`config.mk`:
```
export PLATFORM = sky130hd
export DESIGN_NAME = pwm_output_fault_steering
export DESIGN_NICKNAME = d
export VERILOG_FILES = /design/src/rtl/pwm_fault_steer_pkg.sv /design/src/rtl/pwm_output_fault_steering.sv
export VERILOG_INCLUDE_DIRS = /design/src /design/src/rtl
export SDC_FILE = /design/constraint.sdc
export NUM_CORES = 1
export LEC_CHECK = 0
export BUFFER_PORTS_ARGS = -buffer_cell sky130_fd_sc_hd__clkbuf_2
export CORE_UTILIZATION = 50
export CTS_CLUSTER_DIAMETER = 30
export CTS_CLUSTER_SIZE = 28
export DETAILED_ROUTE_END_ITERATION = 10
export GPL_TIMING_DRIVEN = 0
export PLACE_DENSITY_LB_ADDON = 0.05
export SLEW_MARGIN = 15
export SYNTH_ARGS = -nofsm -noshare
export SYNTH_HDL_FRONTEND = slang
export SYNTH_SLANG_ARGS = --single-unit
```
`constraint.sdc`:
```
create_clock -name i_clk -period 3.7 [get_ports i_clk]
set_clock_uncertainty 0.2 [all_clocks]
set_input_delay 0.925 -clock i_clk [delete_from_list [all_inputs] [get_ports i_clk]]
set_output_delay 0.925 -clock i_clk [all_outputs]
set_load 0.02 [all_outputs]
```
`src/rtl/pwm_fault_steer_params.svh`:
```
/*
  Constants for the PWM output steering and fault override stage:
  register word addresses, reset values, field codes and widths.
  Assumes it is included by the package, the design module and the bench.
*/
// How it works
// - Normal mode: limit drives limit state bits
// - Independent mode ignores limit state bits
// - Exchange bit swaps high and low signals
// - Synced override data waits for period start
// - Unsynced override data applies next clock
// - State bits are logical, polarity applied after
// - 13-bit compare raises trigger on local match
// - Compare register low three bits read zero
// - Independent: limit sets high, fault sets low
// - Five-bit limit source, code 11111 reserved
// - Override enable drives pin from level bit
// - Polarity bit set makes pin active low
// - Normal mode: fault drives fault state bits
`ifndef PWM_FAULT_STEER_PARAMS_SVH
`define PWM_FAULT_STEER_PARAMS_SVH

`define PFS_ADDR_W         2
`define PFS_DATA_W         16
`define PFS_ADDR_PIN       2'h0
`define PFS_ADDR_TRIG      2'h1
`define PFS_ADDR_FAULT     2'h2

`define PFS_PIN_RESET      16'hc000
`define PFS_TRIG_RESET     13'h0000
`define PFS_FAULT_RESET    16'h00f8

`define PFS_TRIG_LSB       3
`define PFS_TRIG_W         13
`define PFS_SRC_W          5
`define PFS_SRC_RESERVED   5'h1f
`define PFS_FMODE_OFF      2'h3

`endif

```
`src/rtl/pwm_fault_steer_pkg.sv`:
```
/*
  Types for the PWM output steering stage: register layouts,
  the software bus request and the live override state.
  Assumes the constants header sits beside it in rtl/.
*/
`include "pwm_fault_steer_params.svh"

package pwm_fault_steer_pkg;

  typedef struct packed {
    logic       high_owned;
    logic       low_owned;
    logic       high_pin_polarity;
    logic       low_pin_polarity;
    logic [1:0] pin_pair_mode;
    logic       high_override_enable;
    logic       low_override_enable;
    logic [1:0] override_level_bits;
    logic [1:0] fault_state_bits;
    logic [1:0] limit_state_bits;
    logic       swap;
    logic       override_sync_select;
  } pin_ctrl_s;

  typedef struct packed {
    logic                  independent_fault_select;
    logic [`PFS_SRC_W-1:0] limit_source_select;
    logic                  limit_input_polarity;
    logic                  limit_response_enable;
    logic [`PFS_SRC_W-1:0] fault_source_select;
    logic                  fault_input_polarity;
    logic [1:0]            fault_response_mode;
  } fault_ctrl_s;

  typedef struct packed {
    logic [`PFS_ADDR_W-1:0] addr;
    logic [`PFS_DATA_W-1:0] wdata;
    logic                   wr;
    logic                   rd;
  } reg_req_s;

  typedef struct packed {
    logic       high_en;
    logic       low_en;
    logic [1:0] level;
  } ovr_live_s;

endpackage

```
`src/rtl/pwm_output_fault_steering.sv`:
```
/*
  Output steering stage of one PWM generator: exchange, software
  override, current-limit and fault override states, pin polarity,
  ADC trigger compare and control source selection.
  Assumes one clock, inputs synchronous to it, and a generator and
  time base that sit outside this block.
*/
// The address map and strobed register access were left to the implementer.
`timescale 1ns/1ps
`include "pwm_fault_steer_params.svh"

module pwm_output_fault_steering
  import pwm_fault_steer_pkg::*;
#(
  parameter int SRC_N = 32
) (
  // Clock, reset and enable
  input  wire logic                    i_clk,
  input  wire logic                    i_resetn,
  input  wire logic                    i_ce,
  // Register port
  input  wire reg_req_s                i_req,
  output logic [`PFS_DATA_W-1:0]       o_rdata,
  // Generator and time base
  input  wire logic                    i_gen_high,
  input  wire logic                    i_gen_low,
  input  wire logic                    i_period_start,
  input  wire logic                    i_local_timebase,
  input  wire logic [`PFS_TRIG_W-1:0]  i_timebase_count,
  input  wire logic                    i_module_enable,
  // Comparator and fault sources
  input  wire logic [SRC_N-1:0]        i_ctrl_src,
  // Pins and status
  output logic                         o_high_side_output,
  output logic                         o_low_side_output,
  output logic                         o_high_owned,
  output logic                         o_low_owned,
  output logic                         o_adc_trigger,
  output logic                         o_fault_active,
  output logic                         o_limit_active
);

  pin_ctrl_s                pin_ctrl_reg;
  fault_ctrl_s              fault_ctrl_reg;
  logic [`PFS_TRIG_W-1:0]   trigger_match_value;
  ovr_live_s                ovr_live_reg;
  ovr_live_s                ovr_live_next;
  logic [`PFS_DATA_W-1:0]   rdata_next;
  logic                     limit_in;
  logic                     fault_in;
  logic                     limit_act;
  logic                     fault_act;
  logic                     high_sw;
  logic                     low_sw;
  logic                     high_state;
  logic                     low_state;
  logic                     trig_hit;

  // Software writes
  always_ff @(posedge i_clk or negedge i_resetn) begin
    if (!i_resetn) begin
      pin_ctrl_reg <= `PFS_PIN_RESET;
    end else if (i_ce && i_req.wr && i_req.addr == `PFS_ADDR_PIN) begin
      pin_ctrl_reg <= i_req.wdata;
    end
  end

  always_ff @(posedge i_clk or negedge i_resetn) begin
    if (!i_resetn) begin
      fault_ctrl_reg <= `PFS_FAULT_RESET;
    end else if (i_ce && i_req.wr && i_req.addr == `PFS_ADDR_FAULT) begin
      fault_ctrl_reg <= i_req.wdata;
    end
  end

  always_ff @(posedge i_clk or negedge i_resetn) begin
    if (!i_resetn) begin
      trigger_match_value <= `PFS_TRIG_RESET;
    end else if (i_ce && i_req.wr && i_req.addr == `PFS_ADDR_TRIG) begin
      trigger_match_value <= i_req.wdata[`PFS_DATA_W-1:`PFS_TRIG_LSB];
    end
  end

  // Read data, one cycle after the strobe; unmapped reads return zero
  always_comb begin
    rdata_next = '0;
    case (i_req.addr)
      `PFS_ADDR_PIN:   rdata_next = pin_ctrl_reg;
      `PFS_ADDR_TRIG:  rdata_next = {trigger_match_value, 3'h0};
      `PFS_ADDR_FAULT: rdata_next = fault_ctrl_reg;
      default:         rdata_next = '0;
    endcase
  end

  always_ff @(posedge i_clk or negedge i_resetn) begin
    if (!i_resetn) begin
      o_rdata <= '0;
    end else if (i_ce) begin
      o_rdata <= i_req.rd ? rdata_next : '0;
    end
  end

  // Override state that actually reaches the pins
  always_comb begin
    ovr_live_next = ovr_live_reg;
    if (!pin_ctrl_reg.override_sync_select || i_period_start) begin
      ovr_live_next.high_en = pin_ctrl_reg.high_override_enable;
      ovr_live_next.low_en  = pin_ctrl_reg.low_override_enable;
      ovr_live_next.level   = pin_ctrl_reg.override_level_bits;
    end
  end

  always_ff @(posedge i_clk or negedge i_resetn) begin
    if (!i_resetn) begin
      ovr_live_reg <= '0;
    end else if (i_ce) begin
      ovr_live_reg <= ovr_live_next;
    end
  end

  // Control sources; the reserved code selects nothing
  always_comb begin
    limit_in = 1'b0;
    fault_in = 1'b0;
    if (fault_ctrl_reg.limit_source_select != `PFS_SRC_RESERVED) begin
      limit_in = i_ctrl_src[fault_ctrl_reg.limit_source_select] ^
                 fault_ctrl_reg.limit_input_polarity;
    end
    if (fault_ctrl_reg.fault_source_select != `PFS_SRC_RESERVED) begin
      fault_in = i_ctrl_src[fault_ctrl_reg.fault_source_select] ^
                 fault_ctrl_reg.fault_input_polarity;
    end
  end

  assign limit_act = limit_in && fault_ctrl_reg.limit_response_enable;
  assign fault_act = fault_in &&
    (fault_ctrl_reg.fault_response_mode != `PFS_FMODE_OFF);

  // Active/inactive states, priority from generator up to fault
  always_comb begin
    high_sw = pin_ctrl_reg.swap ? i_gen_low : i_gen_high;
    low_sw  = pin_ctrl_reg.swap ? i_gen_high : i_gen_low;
    high_state = ovr_live_reg.high_en ? ovr_live_reg.level[1] : high_sw;
    low_state  = ovr_live_reg.low_en ? ovr_live_reg.level[0] : low_sw;
    if (fault_ctrl_reg.independent_fault_select) begin
      // Limit bits take no part in this mode
      if (limit_act) begin
        high_state = pin_ctrl_reg.fault_state_bits[1];
      end
      if (fault_act) begin
        low_state = pin_ctrl_reg.fault_state_bits[0];
      end
    end else if (fault_act) begin
      high_state = pin_ctrl_reg.fault_state_bits[1];
      low_state  = pin_ctrl_reg.fault_state_bits[0];
    end else if (limit_act) begin
      high_state = pin_ctrl_reg.limit_state_bits[1];
      low_state  = pin_ctrl_reg.limit_state_bits[0];
    end
  end

  // Polarity is applied last to turn states into pin levels
  always_ff @(posedge i_clk or negedge i_resetn) begin
    if (!i_resetn) begin
      o_high_side_output <= 1'b0;
      o_low_side_output  <= 1'b0;
    end else if (i_ce) begin
      o_high_side_output <= high_state ^
                            pin_ctrl_reg.high_pin_polarity;
      o_low_side_output  <= low_state ^
                            pin_ctrl_reg.low_pin_polarity;
    end
  end

  always_ff @(posedge i_clk or negedge i_resetn) begin
    if (!i_resetn) begin
      o_fault_active <= 1'b0;
      o_limit_active <= 1'b0;
    end else if (i_ce) begin
      o_fault_active <= fault_act;
      o_limit_active <= limit_act;
    end
  end

  assign o_high_owned = pin_ctrl_reg.high_owned;
  assign o_low_owned  = pin_ctrl_reg.low_owned;

  // ADC trigger on a local time base match, gated by the module enable
  assign trig_hit = i_local_timebase && i_module_enable &&
                    (i_timebase_count == trigger_match_value);

  always_ff @(posedge i_clk or negedge i_resetn) begin
    if (!i_resetn) begin
      o_adc_trigger <= 1'b0;
    end else if (i_ce) begin
      o_adc_trigger <= trig_hit;
    end
  end
endmodule

```
==> out/summary.txt <==
status: complete, no violations
post_cts resized: 0
GRT Util Overall: 0.2661
top-area cell type share of the netlist area: 0.4026
max-slew violations: 0
pwr dens: 545.1 mW/mm^2
min setup slack post-route: 0.6392 ns
path length in cells of the critical path: 8
Post-Route Utilization: 0.6441
drt first pass iters: 4
CP Cell Sequence: clkbuf_1, mux4_2, o211ai_1, nand4_1, xor2_1, nand4_1, and4_1, o31ai_2
syn avg cell area: 11.62 um^2
Final min period: 3.061 ns
Mapped Area: 0.003916 mm^2
Final Hold Fails: 0
sw power: 892.5 uW
post-synthesis xor/xnor area fraction: 0.03131
met2 global-route usage: 0.4078
synthesized flop and latch total: 70
Multi-input gate area: 0.002031 mm^2
DRT antenna net count: 0
main combinational cell family by area after synthesis: multiplexers
clock buffer depth: 2
DP Worst Slack: 0.3281 ns
ys async rst share: 1.000
Seq/Total Area, Yosys: 0.4495
vias in the first global route: 3,135
# diodes: 0
multiplexer share of the synthesized area: 0.2732
Reg power frac: 0.411
GR met1 Demand/Resource: 0.3796
clock share of power: 0.259
CP Class: reg2reg
most common cell after layout, fill and taps aside: clkbuf_2
RSZ-0062 raised after global routing: false
Setup crit start kind: flop
Final Setup Violations: 0
Num CTS Buffers: 9
chip width: 90.50 um
Critical Path Fanout Max: 9
Placed Cells: 532
most frequent cells in the layout: clkbuf_2, dfrtp_1, mux2_2
clk sink count: 70
met3 Track Usage GR: 0.04882
first-pass GRT wire length: 16,400 um
post-route cell area: 0.004772 mm^2
worst min-delay path class: in2async
DRC: 0
CTS tree: yes
Reg area: 0.001760 mm^2
Crit-path slowest cell: dfstp_2
simple-gate portion of the synthesized area: 0.08818
placed cell areas: 0.004553 mm^2
Slew headroom: 0.4638
Compound-Gate Fraction of Synth Area: 0.1246
clk_lat worst skew: 0.36 ns
Slew @ Worst Pin: 0.8043 ns
Synth Instances: 337
crit path capture type: flop
WP data required: 3.77 ns
Crit path max-delay family: simple AND/OR/NAND/NOR gates
Root Driver: clkbuf_8
P_leak: 0.002192 uW
Synth Net Count: 410
1st-iter DRT viols: 141
core area: 0.007408 mm^2
cell repeated most along the worst path: nand4_1
Starting Density: 0.5286
H-tree level count: 3
Combinational Power Share: 0.330
Top Ports: 96
top_reg_cell synth: dfrtp_1
peak supply drop: 0.3244 mV
Synth Area in Adders: 0
WP buf/inv: 1
WHS: 0.2712 ns
global placement routability congestion: 0.9130
Yosys cell types: 49
filler instances: 627
post-detail-place hpwl: 7991 um
Int Power: 1709 uW
top cells by area, synth: dfrtp_1, mux2_2, mux2i_1, dfstp_2, mux4_2
Die ar.: 0.008190 mm^2
Crit path arrival time: 3.13 ns
gr ovfl total: 0
max_cap viols: 0
fmax: 326.7 MHz
number of port buffers: 94
Final Cycle Share: 0.8272
height of the chip: 90.50 um
standard-cell row count: 31
vias post-DR: 3,098
largest net degree at the start of global routing: 51
EDFF count, synth: 0
setup bufs post-CTS: 0
post-route insts no fill: 548
WL per Instance: 18.68 um
post-synth top area cell: dfrtp_1
Layout area overhead: 21.85%
CTS clk-pin slew, worst paths: 0.08 ns
sw frac: 0.3431
initial antenna violation count: 0
nets: 517
Yosys warnings: 0
R2R depth: 8
hold_buf cts: 0
slowest cell delay on critical path: 0.52 ns
vias per std cell: 5.653
grt peak-use layer: met2
ratio of cells with drive above 1 in the final layout: 0.4143
final WL: 10,240 um
-- worst paths after layout --
path,slack [ns],endpoint,start
min in group i_clk,0.29,o_rdata[15],o_rdata[15]
max reg2reg,0.64,o_high_side_output,fault_ctrl_reg[4]
min reg2reg,0.29,o_rdata[15],o_rdata[15]
min,0.27,o_rdata[4],i_resetn
max in group asynchronous,2.43,fault_ctrl_reg[6],i_resetn
max,0.64,o_high_side_output,fault_ctrl_reg[4]
-- through the flow --
step           TNS [ns]  total power (uW)
4_1_cts               0              2600
5_1_grt               0              2728
3_3_place_gp    -0.3991              1908
6_report              0              2601
3_5_place_dp          0              1934
2_1_floorplan         0              1650
-- routing by layer --
layer / share of wire / vias to the layer above
met3: 0.056 / 12
met5: 0 / -
met4: 0.012 / 0
met2: 0.46 / 92
li1: - / 1467
met1: 0.47 / 1527
-- cells by family after synthesis --
kind of cell | after synthesis
compound gates | 65
simple gates | 68
flops | 70
xor+xnor | 14
mux | 91
buf+inv | 29
-- power groups by stage --
stage / combinational [uW] / sequential (uW) / clock [uW]
global route: 935 / 1090 / 703
detailed placement: 854 / 1080 / 0
finish: 858 / 1070 / 675
global placement: 835 / 1070 / 0
CTS: 859 / 1070 / 674
floorplan: 556 / 1090 / 0
-- cell type report --
cell class | count | share of cell area
buffer | 22 | 0.02176
clock buffer | 12 | 0.03461
clock inverter | 4 | 0.01127
inverter | 7 | 0.005506
multi-input combinational | 238 | 0.4255
sequential | 70 | 0.3689
tap | 99 | 0.02596
timing repair buffer | 96 | 0.1064
-- Yosys cell counts (3+ instances only) --
| cell type | n |
|---|---|
| nor2_1 | 17 |
| nor2b_1 | 8 |
| xnor2_1 | 13 |
| mux2i_1 | 36 |
| a21oi_1 | 17 |
| nand4_1 | 6 |
| buf_1 | 3 |
| o2bb2ai_1 | 17 |
| nand2_1 | 20 |
| clkbuf_1 | 14 |
| dfstp_2 | 7 |
| inv_1 | 7 |
| o211ai_1 | 3 |
| o21ai_0 | 9 |
| dfrtp_1 | 63 |
| mux4_2 | 8 |
| nand3_1 | 4 |
| mux2_2 | 47 |
No activity file was read; power rests on OpenSTA's default activity.
